`config.mk`:
```
export PLATFORM = sky130hd
export DESIGN_NAME = sync_timing_unit
export DESIGN_NICKNAME = d
export VERILOG_FILES = /design/src/sync_timing_pkg.sv /design/src/vsync_tap.sv /design/src/sync_timing_unit.sv
export VERILOG_INCLUDE_DIRS = /design/src
export SDC_FILE = /design/constraint.sdc
export NUM_CORES = 1
export LEC_CHECK = 0
export BUFFER_PORTS_ARGS = -buffer_cell sky130_fd_sc_hd__buf_2
export CORE_MARGIN = 4
export CORE_UTILIZATION = 30
export DETAILED_ROUTE_END_ITERATION = 8
export GPL_TIMING_DRIVEN = 0
export SYNTH_ARGS = -nofsm -noshare
export SYNTH_HDL_FRONTEND = slang
export SYNTH_SLANG_ARGS = --single-unit
```
`constraint.sdc`:
```
create_clock -name clk -period 6.7 [get_ports clk]
set_input_delay 1.005 -clock clk [delete_from_list [all_inputs] [get_ports clk]]
set_output_delay 1.005 -clock clk [all_outputs]
set_load 0.005 [all_outputs]
```
`src/sync_timing_map.svh`:
```
// register offsets, field positions, reset values and timing counts
// assumes an 8 ns system clock and 16-bit registers on a 3-bit index
`ifndef SYNC_TIMING_MAP_SVH
`define SYNC_TIMING_MAP_SVH
`define OFF_SYNC_CONTROL 3'h0
`define OFF_SYNC_CONTROL_TWO 3'h1
`define OFF_FRAME_LINE_COUNT 3'h2
`define OFF_HORIZONTAL_PERIOD 3'h3
`define OFF_VERTICAL_LAYER_DELAY 3'h4
`define OFF_HORIZONTAL_LAYER_DELAY 3'h5
`define RST_SYNC_CONTROL 16'h0000
`define RST_SYNC_CONTROL_TWO 16'h0011
`define RST_FRAME_LINE_COUNT 16'h0271
`define RST_HORIZONTAL_PERIOD 16'h0855
`define RST_VERTICAL_LAYER_DELAY 16'h0020
`define RST_HORIZONTAL_LAYER_DELAY 16'h0020
`define MASK_SYNC_CONTROL_TWO 16'h077F
`define MASK_10 16'h03FF
`define MASK_12 16'h0FFF
`define SCR_ROLE 0
`define SCR_COMPOSITE 1
`define SCR_SCAN 2
`define SCR_VPOL 3
`define SCR_HPOL 4
`define SCR_CPOL 5
`define SCR_BPOL 6
`define SCR_VSU_MID_LO 7
`define SCR_VSU_MID_HI 10
`define SCR_THREE 11
`define SCR_VSU_B0 12
`define SCR_VSU_B5 13
`define SCR_DOUBLE_RES_ENABLE 14
`define SCR_FIELD_INVERT 15
`define SYNC_CONTROL_TWO_SECOND_SAMPLE_DELAY_HI 5
`define SYNC_CONTROL_TWO_FIELD_PIN_OUTPUT_ENABLE 6
`define SYNC_CONTROL_TWO_DETECTED_FIELD_FLAG 7
`define SYNC_CONTROL_TWO_FOFF_LO 8
`define SYNC_CONTROL_TWO_FOFF_HI 10
`define CLK_PERIOD_NS 8
`define LINE_STEP_NS 30
`define HALF_STEP_NS (`LINE_STEP_NS / 2)
`define TAP_STEP_NS 1920
`define TAP_STEP_CYC ((`TAP_STEP_NS + `CLK_PERIOD_NS - 1) / `CLK_PERIOD_NS)
`define HSYNC_NS 4700
`define EQ_NS 2350
`define VSYNC_HALVES 5
`define EQ_HALVES 5
`endif

```
`src/sync_timing_pkg.sv`:
```
// state types of the sync timing unit and its vsync sampling taps
// assumes the map header for all numeric constants
package sync_timing_pkg;
  typedef struct packed {
    logic busy;
    logic [5:0] step;
    logic [7:0] cyc;
    logic sample;
    logic done;
  } tap_state_t;
  typedef struct packed {
    logic [15:0] sync_control;
    logic [15:0] sync_control_two;
    logic [15:0] frame_line_count;
    logic [15:0] horizontal_period;
    logic [15:0] vertical_layer_delay;
    logic [15:0] horizontal_layer_delay;
    logic [15:0] rd_data;
    logic role_q;
    logic [16:0] hns;
    logic [10:0] hc;
    logic line_phase;
    logic h_s1;
    logic h_s2;
    logic v_s1;
    logic v_s2;
    logic h_prev;
    logic v_prev;
    logic s1_prev;
    logic field;
    logic [9:0] line_cnt;
    logic [11:0] pix_cnt;
    logic pix_run;
    logic h_pin_out;
    logic h_pin_oe;
    logic v_pin_out;
    logic v_pin_oe;
    logic blank_pin;
    logic contrast_pin;
    logic [1:0] blank_level;
    logic field_pin_out;
    logic field_pin_oe;
    logic field_parity;
    logic double_res;
    logic [2:0] alpha_line_offset;
    logic h_event;
    logic v_event;
    logic layer_line_start;
    logic layer_pixel_start;
  } sync_state_t;
endpackage : sync_timing_pkg

```
`src/vsync_tap.sv`:
```
// one vsync sampling point: waits delay steps after start, then latches
// assumes start is a one-cycle pulse on the same clock
`timescale 1ns/1ps
`include "sync_timing_map.svh"
module vsync_tap (
  input wire logic clk,
  input wire logic rst,
  input wire logic ce,
  input wire logic start,
  input wire logic [5:0] delay,
  input wire logic level,
  output logic sample,
  output logic done
);
  sync_timing_pkg::tap_state_t s;
  sync_timing_pkg::tap_state_t n;
  // a new start restarts the wait; a line shorter than the delay never samples
  always_comb begin
    n = s;
    n.done = 1'b0;
    if (start) begin
      n.busy = 1'b1;
      n.step = delay;
      n.cyc = 8'h00;
    end else if (s.busy) begin
      if (s.step == 6'h00) begin
        n.busy = 1'b0;
        n.sample = level;
        n.done = 1'b1;
      end else if (s.cyc == 8'(`TAP_STEP_CYC - 1)) begin
        n.cyc = 8'h00;
        n.step = s.step - 6'h01;
      end else begin
        n.cyc = s.cyc + 8'h01;
      end
    end
  end
  always_ff @(posedge clk or posedge rst) begin
    if (rst) begin
      s <= '0;
    end else if (ce) begin
      s <= n;
    end
  end
  assign sample = s.sample;
  assign done = s.done;
endmodule : vsync_tap

```
`src/sync_timing_unit.sv`:
```
// display sync timing unit: master sync generator, slave sync input,
// field detection, layer 1 offsets and blanking/contrast pin output
// assumes a 125 MHz clock, pixel_tick on the same clock, and a register
// port with read data in the cycle after the read strobe
// How it works
// - role bit 0 makes H/V pins inputs, 1 makes them driven outputs
// - switching slave to master resets the horizontal and vertical counters
// - in slave role line count and period registers do not affect timing
// - composite bit 1 puts H, V and equalizing pulses on the V pin
// - scan bit 0 interlaced, 1 progressive; interlace needs odd line count
// - H and V pin polarity bits: 0 active high, 1 inverted
// - contrast polarity 0 active high, 1 inverted, not in three-level mode
// - blanking polarity 0 inverted, 1 active high, inversion not three-level
// - vsync latched at hsync edge plus 1.92 us times first delay
// - three-level mode codes blank and contrast as levels 0, 1, 2
// - double resolution passes field parity to the display unit
// - field invert flips the field only with port alternate select
// - a second vsync sample at 1.92 us times second delay
// - active at both samples means odd, first only means even
// - field pin enable routes field to the port pin, else port bit
// - detected field flag is hardware written, read only, 1 is even
// - alpha raster offset is a signed 3-bit line shift with double res
// - vsync every half line count interlaced, every full count otherwise
// - horizontal period is the period field times 30 ns
// - vertical layer delay counts lines from vsync to layer 1
// - horizontal layer delay counts pixels from hsync to layer 1
// - one-cycle events on the rising undelayed hsync and vsync
//
// The register offsets and the strobed register port are this design's own decisions.
`timescale 1ns/1ps
`include "sync_timing_map.svh"
module sync_timing_unit (
  input wire logic clk,
  input wire logic rst,
  input wire logic ce,
  input wire logic [2:0] addr,
  input wire logic [15:0] wr_data,
  input wire logic wr_en,
  input wire logic rd_en,
  output logic [15:0] rd_data,
  input wire logic h_pin_in,
  output logic h_pin_out,
  output logic h_pin_oe,
  input wire logic v_pin_in,
  output logic v_pin_out,
  output logic v_pin_oe,
  input wire logic pixel_tick,
  input wire logic blank_req,
  input wire logic contrast_req,
  input wire logic port_pin_alt_select,
  input wire logic port_data,
  input wire logic port_dir,
  output logic blank_pin,
  output logic contrast_pin,
  output logic [1:0] blank_level,
  output logic field_pin_out,
  output logic field_pin_oe,
  output logic field_parity,
  output logic double_res,
  output logic [2:0] alpha_line_offset,
  output logic h_event,
  output logic v_event,
  output logic layer_line_start,
  output logic layer_pixel_start
);
  sync_timing_pkg::sync_state_t s;
  sync_timing_pkg::sync_state_t n;
  // ****************************************
  // control decode
  // ****************************************
  logic sync_role_select;
  logic composite;
  logic interlaced;
  logic vertical_pin_polarity;
  logic horizontal_pin_polarity;
  logic contrast_pin_polarity;
  logic blanking_pin_polarity;
  logic three_level_mode;
  logic double_res_enable;
  logic field_invert;
  logic field_pin_output_enable;
  logic [5:0] vertical_sample_delay;
  logic [5:0] second_sample_delay;
  logic [16:0] half_target;
  logic [17:0] hns_over;
  logic [10:0] field_len;
  logic half_end;
  logic gen_h;
  logic gen_v;
  logic eq_zone;
  logic comp;
  logic cur_h;
  logic cur_v;
  logic h_rise;
  logic v_rise;
  logic tap1;
  logic tap2;
  logic field_sig;
  logic [9:0] next_line;
  assign sync_role_select = s.sync_control[`SCR_ROLE];
  assign composite = s.sync_control[`SCR_COMPOSITE];
  // even line counts cannot interlace, so they fall back to progressive
  assign interlaced = !s.sync_control[`SCR_SCAN] && s.frame_line_count[0];
  assign vertical_pin_polarity = s.sync_control[`SCR_VPOL];
  assign horizontal_pin_polarity = s.sync_control[`SCR_HPOL];
  assign contrast_pin_polarity = s.sync_control[`SCR_CPOL];
  assign blanking_pin_polarity = s.sync_control[`SCR_BPOL];
  assign three_level_mode = s.sync_control[`SCR_THREE];
  assign double_res_enable = s.sync_control[`SCR_DOUBLE_RES_ENABLE];
  assign field_invert = s.sync_control[`SCR_FIELD_INVERT];
  assign field_pin_output_enable = s.sync_control_two[`SYNC_CONTROL_TWO_FIELD_PIN_OUTPUT_ENABLE];
  assign vertical_sample_delay = {s.sync_control[`SCR_VSU_B5],
    s.sync_control[`SCR_VSU_MID_HI:`SCR_VSU_MID_LO], s.sync_control[`SCR_VSU_B0]};
  assign second_sample_delay = s.sync_control_two[`SYNC_CONTROL_TWO_SECOND_SAMPLE_DELAY_HI:0];
  // ****************************************
  // master timebase in half lines
  // ****************************************
  // counting nanoseconds keeps the 30 ns step exact on average
  assign half_target = {5'h00, s.horizontal_period[11:0]} * 17'(`HALF_STEP_NS);
  assign half_end = ({1'b0, s.hns} + 18'(`CLK_PERIOD_NS)) >= {1'b0, half_target};
  assign hns_over = ({1'b0, s.hns} + 18'(`CLK_PERIOD_NS)) - {1'b0, half_target};
  assign field_len = interlaced ? {1'b0, s.frame_line_count[9:0]} : {s.frame_line_count[9:0], 1'b0};
  assign gen_h = sync_role_select && !s.line_phase && (s.hns < 17'(`HSYNC_NS));
  assign gen_v = sync_role_select && (s.hc < 11'(`VSYNC_HALVES));
  assign eq_zone = (s.hc < 11'(`VSYNC_HALVES + `EQ_HALVES)) ||
    ((s.hc + 11'(`EQ_HALVES)) >= field_len);
  // broad pulses serrated at each half line, short pulses around them
  assign comp = gen_v ? ((s.hns + 17'(`HSYNC_NS)) < half_target) :
    (eq_zone ? (s.hns < 17'(`EQ_NS)) : gen_h);
  // ****************************************
  // internal sync, normal polarity
  // ****************************************
  assign cur_h = sync_role_select ? gen_h : (s.h_s2 ^ horizontal_pin_polarity);
  assign cur_v = sync_role_select ? gen_v : (s.v_s2 ^ vertical_pin_polarity);
  assign h_rise = cur_h && !s.h_prev;
  assign v_rise = cur_v && !s.v_prev;
  assign field_sig = s.field ^ (field_invert && port_pin_alt_select);
  assign next_line = (tap1 && !s.s1_prev) ? 10'h000 :
    ((s.line_cnt == 10'h3FF) ? s.line_cnt : s.line_cnt + 10'h001);
  vsync_tap first_tap (
    .clk(clk),
    .rst(rst),
    .ce(ce),
    .start(h_rise),
    .delay(vertical_sample_delay),
    .level(cur_v),
    .sample(tap1),
    .done()
  );
  vsync_tap second_tap (
    .clk(clk),
    .rst(rst),
    .ce(ce),
    .start(h_rise),
    .delay(second_sample_delay),
    .level(cur_v),
    .sample(tap2),
    .done()
  );
  // ****************************************
  // next state
  // ****************************************
  always_comb begin
    n = s;
    n.rd_data = 16'h0000;
    n.h_event = 1'b0;
    n.v_event = 1'b0;
    n.layer_line_start = 1'b0;
    n.layer_pixel_start = 1'b0;
    if (wr_en) begin
      case (addr)
        `OFF_SYNC_CONTROL: n.sync_control = wr_data;
        `OFF_SYNC_CONTROL_TWO: n.sync_control_two = wr_data & `MASK_SYNC_CONTROL_TWO;
        `OFF_FRAME_LINE_COUNT: n.frame_line_count = wr_data & `MASK_10;
        `OFF_HORIZONTAL_PERIOD: n.horizontal_period = wr_data & `MASK_12;
        `OFF_VERTICAL_LAYER_DELAY: n.vertical_layer_delay = wr_data & `MASK_10;
        `OFF_HORIZONTAL_LAYER_DELAY: n.horizontal_layer_delay = wr_data & `MASK_12;
        default: ;
      endcase
    end
    if (rd_en) begin
      case (addr)
        `OFF_SYNC_CONTROL: n.rd_data = s.sync_control;
        `OFF_SYNC_CONTROL_TWO: begin
          n.rd_data = s.sync_control_two;
          n.rd_data[`SYNC_CONTROL_TWO_DETECTED_FIELD_FLAG] = s.field;
        end
        `OFF_FRAME_LINE_COUNT: n.rd_data = s.frame_line_count;
        `OFF_HORIZONTAL_PERIOD: n.rd_data = s.horizontal_period;
        `OFF_VERTICAL_LAYER_DELAY: n.rd_data = s.vertical_layer_delay;
        `OFF_HORIZONTAL_LAYER_DELAY: n.rd_data = s.horizontal_layer_delay;
        default: n.rd_data = 16'h0000;
      endcase
    end
    n.h_s1 = h_pin_in;
    n.h_s2 = s.h_s1;
    n.v_s1 = v_pin_in;
    n.v_s2 = s.v_s1;
    n.role_q = sync_role_select;
    if (!sync_role_select) begin
      n.hns = 17'h00000;
      n.hc = 11'h000;
      n.line_phase = 1'b0;
    end else if (!s.role_q) begin
      n.hns = 17'h00000;
      n.hc = 11'h000;
      n.line_phase = 1'b0;
    end else if (half_end) begin
      // carry the overshoot; a shrunk target restarts from zero
      n.hns = (hns_over < 18'(`CLK_PERIOD_NS)) ? hns_over[16:0] : 17'h00000;
      n.line_phase = !s.line_phase;
      if ((s.hc + 11'h001) >= field_len) begin
        n.hc = 11'h000;
      end else begin
        n.hc = s.hc + 11'h001;
      end
    end else begin
      n.hns = s.hns + 17'(`CLK_PERIOD_NS);
    end
    n.h_pin_oe = sync_role_select;
    n.v_pin_oe = sync_role_select;
    n.h_pin_out = gen_h ^ horizontal_pin_polarity;
    n.v_pin_out = (composite ? comp : gen_v) ^ vertical_pin_polarity;
    n.h_prev = cur_h;
    n.v_prev = cur_v;
    n.h_event = h_rise;
    n.v_event = v_rise;
    if (h_rise) begin
      n.s1_prev = tap1;
      if (tap1 && !s.s1_prev) begin
        n.field = !tap2;
      end
      n.line_cnt = next_line;
      n.layer_line_start = (next_line == s.vertical_layer_delay[9:0]);
      n.pix_cnt = 12'h000;
      n.pix_run = (next_line >= s.vertical_layer_delay[9:0]);
    end else if (s.pix_run && pixel_tick) begin
      if ((s.pix_cnt + 12'h001) >= s.horizontal_layer_delay[11:0]) begin
        n.layer_pixel_start = 1'b1;
        n.pix_run = 1'b0;
      end else begin
        n.pix_cnt = s.pix_cnt + 12'h001;
      end
    end
    n.double_res = double_res_enable;
    n.field_parity = double_res_enable && field_sig;
    n.alpha_line_offset = double_res_enable ?
      s.sync_control_two[`SYNC_CONTROL_TWO_FOFF_HI:`SYNC_CONTROL_TWO_FOFF_LO] : 3'h0;
    n.field_pin_out = field_pin_output_enable ? field_sig : port_data;
    n.field_pin_oe = field_pin_output_enable ? 1'b1 : port_dir;
    // polarity is ignored in three-level mode, where inversion is not allowed
    if (three_level_mode) begin
      n.blank_level = blank_req ? 2'h2 : (contrast_req ? 2'h1 : 2'h0);
      n.blank_pin = blank_req;
      n.contrast_pin = contrast_req && !blank_req;
    end else begin
      n.blank_level = {1'b0, blank_req ^ !blanking_pin_polarity};
      n.blank_pin = blank_req ^ !blanking_pin_polarity;
      n.contrast_pin = contrast_req ^ contrast_pin_polarity;
    end
  end
  // ****************************************
  // state register
  // ****************************************
  always_ff @(posedge clk or posedge rst) begin
    if (rst) begin
      s <= '0;
      s.sync_control <= `RST_SYNC_CONTROL;
      s.sync_control_two <= `RST_SYNC_CONTROL_TWO;
      s.frame_line_count <= `RST_FRAME_LINE_COUNT;
      s.horizontal_period <= `RST_HORIZONTAL_PERIOD;
      s.vertical_layer_delay <= `RST_VERTICAL_LAYER_DELAY;
      s.horizontal_layer_delay <= `RST_HORIZONTAL_LAYER_DELAY;
    end else if (ce) begin
      s <= n;
    end
  end
  assign rd_data = s.rd_data;
  assign h_pin_out = s.h_pin_out;
  assign h_pin_oe = s.h_pin_oe;
  assign v_pin_out = s.v_pin_out;
  assign v_pin_oe = s.v_pin_oe;
  assign blank_pin = s.blank_pin;
  assign contrast_pin = s.contrast_pin;
  assign blank_level = s.blank_level;
  assign field_pin_out = s.field_pin_out;
  assign field_pin_oe = s.field_pin_oe;
  assign field_parity = s.field_parity;
  assign double_res = s.double_res;
  assign alpha_line_offset = s.alpha_line_offset;
  assign h_event = s.h_event;
  assign v_event = s.v_event;
  assign layer_line_start = s.layer_line_start;
  assign layer_pixel_start = s.layer_pixel_start;
endmodule : sync_timing_unit

```
Word level (Yosys, flattened, before mapping)
Cells that the tools add are included.
{ "totals": {"ram_bits": 0, "latch_bits": 0, "elab_cells": 179, "mem_bits_ro": 0, "regBits": 196, "n_memories": 0, "inputBits": 32} }
{ "op_classes": {"bitwise_logic": 8, "muxes": 44, "div_mod_pow": 0, "shift": 0, "n_mul": 1, "reduce_logical": 46, "eq_ne": 13, "addsub": 12, "magnitude_cmp": 11} }
{ "op_table": {"columns": ["operator", "n"], "rows": [
  ["$pmux 16 s6", 1],
  ["$mux 17", 4],
  ["$mux 29", 2],
  ["$reduce_and 3->1", 11],
  ["$mux 15", 2],
  ["$mux 14", 2],
  ["$mux 13", 2],
  ["$mux 12", 2],
  ["$ge 11x11->1", 2],
  ["$mux 11", 2],
  ["$mux 10", 2],
  ["$add 17x4->18 const B", 1],
  ["$ge 18x16->1", 1],
  ["$lt 18x4->1 const B", 1],
  ["$sub 18x16->18", 1],
  ["$add 17x13->17 const B", 1],
  ["$add 17x4->17 const B", 1],
  ["$lt 17x12->1 const B", 1],
  ["$lt 17x13->1 const B", 1],
  ["$lt 17x16->1", 1],
  ["$add 8x1->8 const B", 2],
  ["$eq 8x8->1 const B", 2],
  ["$mul 12x4->16 const B", 1],
  ["$mux 16", 1],
  ["33 further kinds", 88]
]} }

Logic depth before layout (Yosys ltp)
{ "logic_depth": {"word_depth": 9, "depth_mapped": 25} }

By module
From an unflattened synthesis, not the netlist that was laid out.
{ "hier_totals": {"cells_unflattened": 1495, "hier_area_um2": 14158.6} }
{ "modules_own_cells": {"columns": ["mod", "cells_per_inst", "seq_area_each_um2", "area_each_um2", "n_inst"], "rows": [
  ["sync_timing_unit", 1291, 4121.5, 12124.1, 1],
  ["vsync_tap", 102, 425.4, 1017.2, 2]
]} }

Least setup slack after synthesis
Ideal clock, no wire load.
{ "synth_path": {"path_type": "register to register", "startpoint": "register s[130] in the netlist's numbering", "endpoint": "register s[62] in the netlist's numbering", "setup_time_ps": 66, "required_ps": 6634, "n_path_buf": 1, "arrival_time_ps": 5732, "setup_slack_ps": 901, "period_less_slack_ps": 5799, "path_stages_with_launch": 26, "cell_sequence": "dfstp_2 > inv_1 > fa_1 > fa_1 > inv_1 > ha_1 > nor2b_1 > o21ai_0 > a21oi_1 > o21ai_0 > nand2b_1 > a21oi_1 > o21ai_0 > o41ai_1 > xor2_1 > ha_1 > clkbuf_1 > a21oi_1 > o22ai_1 > a2111oi_0 > nand3_1 > or4_1 > a2111oi_2 > nand4_1 > nor4_2 > a22o_1"} }
{ "synth_via": {"elab_chain_cells": 7, "elab_cells_between_ends": 8, "classes_between": "add/sub: 1; mul: 1; order compare: 2; mux: 4"} }
{ "synth_rtl": {"columns": ["item", "line_no", "text"], "rows": [
  ["start: declaration", "sync_timing_unit.sv:66", "sync_timing_pkg::sync_state_t s;"],
  ["start signal: assignment", "sync_timing_unit.sv:275", "s <= n;"],
  ["$mul 12x4->16 (*)", "sync_timing_unit.sv:119", "assign half_target = {5'h00, s.horizontal_period[11:0]} * 17'(`HALF_STEP_NS);"],
  ["$sub 18x16->18", "sync_timing_unit.sv:121", "assign hns_over = ({1'b0, s.hns} + 18'(`CLK_PERIOD_NS)) - {1'b0, half_target};"],
  ["$lt 18x4->1", "sync_timing_unit.sv:210", "n.hns = (hns_over < 18'(`CLK_PERIOD_NS)) ? hns_over[16:0] : 17'h00000;"],
  ["$mux 17", "sync_timing_unit.sv:210", null],
  ["$mux 17 (*)", "sync_timing_unit.sv:208", "end else if (half_end) begin"],
  ["$mux 29 (*)", "sync_timing_unit.sv:204", "end else if (!s.role_q) begin"],
  ["$mux 29 (*)", "sync_timing_unit.sv:200", "if (!sync_role_select) begin"]
]} }
Every way passes the cells marked *; elsewhere a longest branch is shown, timed or not.
A chain may end at the register's enable or synchronous reset.

Worst setup path after layout
Same ends and word-level chain as after synthesis.

==> results summary <==
The flip-flop cell with the highest count after synthesis is sky130_fd_sc_hd__dfrtp_1. The share of the clock period used by the worst path is 0.955. The average cell area after synthesis is 8.96 um2. The flow ran to the end, and the final reports show no timing, DRC or antenna violations. The max-cap check violation count is 0. The number of warnings reported in the yosys synthesis log came out at 0. The top cell types in the final layout, fill and taps aside, are sky130_fd_sc_hd__dfrtp_1 (182), sky130_fd_sc_hd__nand2_1 (178), sky130_fd_sc_hd__o21ai_0 (132). The net count of the finished layout is 1797. In this run the remaining antenna-violating nets after routing total 0. The net count of the mapped netlist is 1713. The total global routing overflow came out at 0. The starting density of the core came out at 0.305.

Clock skew on the completed layout was measured at 20.7 ps. The leading cell type in the layout, fill and taps excluded is sky130_fd_sc_hd__dfrtp_1. For this run, the top clock speed supported by timing is 156 MHz. The number of hold violations in the final report is 0. The buffering stage count on the worst path with inverters included came out at 2.

The met1 wire length is 18.6 mm. The power density over the cells is 459 nW/um2. The worst-case clock buffer depth came out at 2. The tree is rooted in a sky130_fd_sc_hd__clkbuf_16. The share of synthesized flip-flops with an asynchronous set or reset came out at 1.00. The largest single stage delay on the critical path is 630 ps. The flip-flop and latch count after synthesis came out at 196. The final layout contains routed wiring with a total length of 40.2 mm. The number of global-route vias before repair is 11300. The floorplan has 78 rows. Setup violations remaining at the end of the flow were counted as 0. CTS built an H-tree with a depth of 4. Among cell families on the critical path, the largest total delay comes from compound AO/OA/AOI/OAI gates. During placement, the flow inserted port buffers numbering 64. The netlist uses 79 different library cells. The via count of the routed design is 11800. The post-cts hold buffer count came out at 0. The chip height is 223 um.

The transition time at the pin with the least slew margin is 1170 ps. The worst hold slack is 466 ps. The maximum number of pins on one net before global-route repair came out at 115. Total power for the finished layout comes to 7.22 mW. In the final routed layout, each cell accounts on average for 17.9 um. The total die area is 49900 um2.

The share of the Yosys chip area taken by registers is 0.353. The total I/O pin count came out at 67. The clock slew seen by the registers of the worst setup and hold paths came out at 80 ps. The min-delay analysis places its worst path in the category register to register. The number of buffers inserted during clock tree synthesis came out at 17. The met2 routed wirelength came out at 19.0 mm.

The peak supply drop is 0.000325 V. 0 antenna diodes ended up in the layout. The floorplan step set the die width to 223 um. The worst-case headroom to the max-slew limit is 0.203. Clock latency on the worst-skew pair, taken at its later pin, is 470 ps. The core area is 45700 um2. The endpoint arrival time on the critical path is 6790 ps. The critical path is of the register to register type. Data on the critical path is required at its endpoint by 7090 ps. The first detailed-routing pass ran for 7 iterations. The maximum fanout encountered on the critical timing path is 9.

Detailed placement finished with a half-perimeter wire length of 31.0 mm. The number of antenna violations at the first check in global routing is 1. The highest routed metal layer is met5.

For this run, design rule violations remaining after detail routing come to 0. The post-detailed-route via-to-cell ratio is 5.22. After the first detailed-routing iteration, the DRC count stood at 888. The combined global-route utilization of all metal layers is 0.158. The final weighted congestion in routability-driven placement is 0.929. The type of element capturing the critical path is a register. The leakage power figure came out at 7.09 nW. In the synthesized netlist, the number of instances is 1554. The total negative setup slack came out at 0 ps. TritonCTS built the clock tree. Subtracting the final worst setup slack from the clock period gives 6400 ps. For this design, the slowest cell found on the critical path is sky130_fd_sc_hd__dfstp_2. The clock sink count came out at 196. The synthesized netlist occupies a cell area of 13900 um2. The first global-routing pass estimated 63.4 mm of wire.

STA classifies the critical path startpoint as a register. The growth of design area from synthesis to finish is 12.8%. The count of flip-flops with a built-in enable after synthesis is 0. Of the cells placed in the final design, the portion with a size suffix greater than 1 is 0.142. The sum of met3 wire segment lengths after detailed routing came out at 1.84 mm. The number of pins exceeding their max-slew limit in the final report came out at 0. Walking the worst path, the cells encountered are inv_1 -> fa_1 -> fa_1 -> inv_1 -> ha_1 -> nor2b_1 -> o21ai_1 -> a21oi_1 -> o21ai_0 -> nand2b_1 -> a21oi_2 -> o21ai_1 -> o41ai_2 -> xor2_1 -> ha_2 -> a21oi_4 -> o22ai_1 -> a2111oi_1 -> nand3_1 -> or4_1 -> a2111oi_2 -> nand4_1 -> nor4_4 -> a22o_1.
==> registers in the layout, summed over array words and instances, names as in the netlist, 2 cells and up <==
name	count
blank_level	2
first_tap.s	15
rd_data	16
second_tap.s	15
s	120
n	3
alpha_line_offset	3
==> metal layers <==
layer / vias to the layer above / GRT usage
met1: 5779 / 0.220
met4: 2 / 0.0422
met5: - / 0
met3: 53 / 0.0249
li1: 5627 / -
met2: 289 / 0.258
==> per-stage QoR <==
step | util | cell area, um2 | setup slack, ps | std cells
detailed placement | 0.329 | 15000 | -105 | 2219
global placement | 0.328 | 15000 | -2120 | 2218
floorplan | - | 13900 | 378 | 1554
CTS | 0.343 | 15700 | 14.1 | 2251
finish | 0.344 | 15700 | 301 | 2251
global route | 0.344 | 15700 | -15.2 | 2251
==> worst reg2reg max path, cell delays in order (launching register included) <==
cell and delay [ps]:
sky130_fd_sc_hd__dfstp_2 630, sky130_fd_sc_hd__inv_1 150, sky130_fd_sc_hd__fa_1 500, sky130_fd_sc_hd__fa_1 520, sky130_fd_sc_hd__inv_1 40, sky130_fd_sc_hd__ha_1 330
sky130_fd_sc_hd__nor2b_1 150, sky130_fd_sc_hd__o21ai_1 160, sky130_fd_sc_hd__a21oi_1 110, sky130_fd_sc_hd__o21ai_0 160, sky130_fd_sc_hd__nand2b_1 120, sky130_fd_sc_hd__a21oi_2 180
sky130_fd_sc_hd__o21ai_1 120, sky130_fd_sc_hd__o41ai_2 250, sky130_fd_sc_hd__xor2_1 290, sky130_fd_sc_hd__ha_2 420, sky130_fd_sc_hd__a21oi_4 200, sky130_fd_sc_hd__o22ai_1 110
sky130_fd_sc_hd__a2111oi_1 390, sky130_fd_sc_hd__nand3_1 110, sky130_fd_sc_hd__or4_1 440, sky130_fd_sc_hd__a2111oi_2 240, sky130_fd_sc_hd__nand4_1 190, sky130_fd_sc_hd__nor4_4 340
sky130_fd_sc_hd__a22o_1 190
==> path summary, 6_finish.rpt <==
path	endpoint	slack, ps	startpoint	depth (start not counted)
max	s[62]	300	s[130]	24
min reg2reg	s[42]	470	second_tap.sample	1
min in group asynchronous	s[55]	630	rst	2
max in group asynchronous	second_tap.sample	5040	rst	3
max reg2reg	s[62]	300	s[130]	24
min	s[42]	470	second_tap.sample	1
==> final cells by class <==
cell class	count	area, um2
Fill cell	4727	30000
Multi-Input combinational cell	1149	8160
Sequential cell	196	4920
Tap cell	600	751
Inverter	125	477
Clock buffer	17	425
Buffer	83	413
Timing Repair Buffer	66	355
Clock inverter	15	206
==> where the power goes <==
group | switching [mW] | leakage [nW] | internal [mW]
logic | 2.58 | 4.29 | 1.85
registers | 0.246 | 2.49 | 1.43
clock network | 0.536 | 0.307 | 0.575
==> cells in the mapped netlist (17+ instances only) <==
master / number / area, um2
sky130_fd_sc_hd__xor2_1: 28 / 245
sky130_fd_sc_hd__buf_4: 23 / 173
sky130_fd_sc_hd__ha_1: 105 / 1310
sky130_fd_sc_hd__o21ai_0: 134 / 671
sky130_fd_sc_hd__fa_1: 22 / 440
sky130_fd_sc_hd__xnor2_1: 51 / 447
sky130_fd_sc_hd__o22ai_1: 23 / 144
sky130_fd_sc_hd__a21oi_1: 65 / 325
sky130_fd_sc_hd__dfrtp_1: 182 / 4550
sky130_fd_sc_hd__nand2b_1: 20 / 125
sky130_fd_sc_hd__nand3_1: 45 / 225
sky130_fd_sc_hd__nand4_1: 19 / 119
sky130_fd_sc_hd__nor2b_1: 17 / 106
sky130_fd_sc_hd__clkbuf_1: 47 / 176
sky130_fd_sc_hd__mux2_2: 60 / 676
sky130_fd_sc_hd__nor2_1: 104 / 390
sky130_fd_sc_hd__inv_1: 125 / 469
sky130_fd_sc_hd__mux2i_1: 23 / 230
sky130_fd_sc_hd__nand2_1: 178 / 668
sky130_fd_sc_hd__a21o_1: 28 / 210
sky130_fd_sc_hd__nor3_1: 17 / 85.1
==> what timing repair did <==
item,CTS,global route
endpoints found under the setup margin,3,6
pin swaps,0,3
buffers inserted,0,1
gates resized for setup,2,7
==> cell families after synthesis <==
| family | Yosys count | share of synthesized area |
|---|---|---|
| xor gates and xnor gates | 80 | 0.0517 |
| adders and majority gates | 127 | 0.126 |
| DFF | 196 | 0.353 |
| and+or+nand+nor | 462 | 0.155 |
| buffers and inverters | 209 | 0.0636 |
| AOI/OAI and AO/OA | 397 | 0.185 |
| muxes | 83 | 0.0650 |
Note: power is estimated with default switching activity, not from simulation.
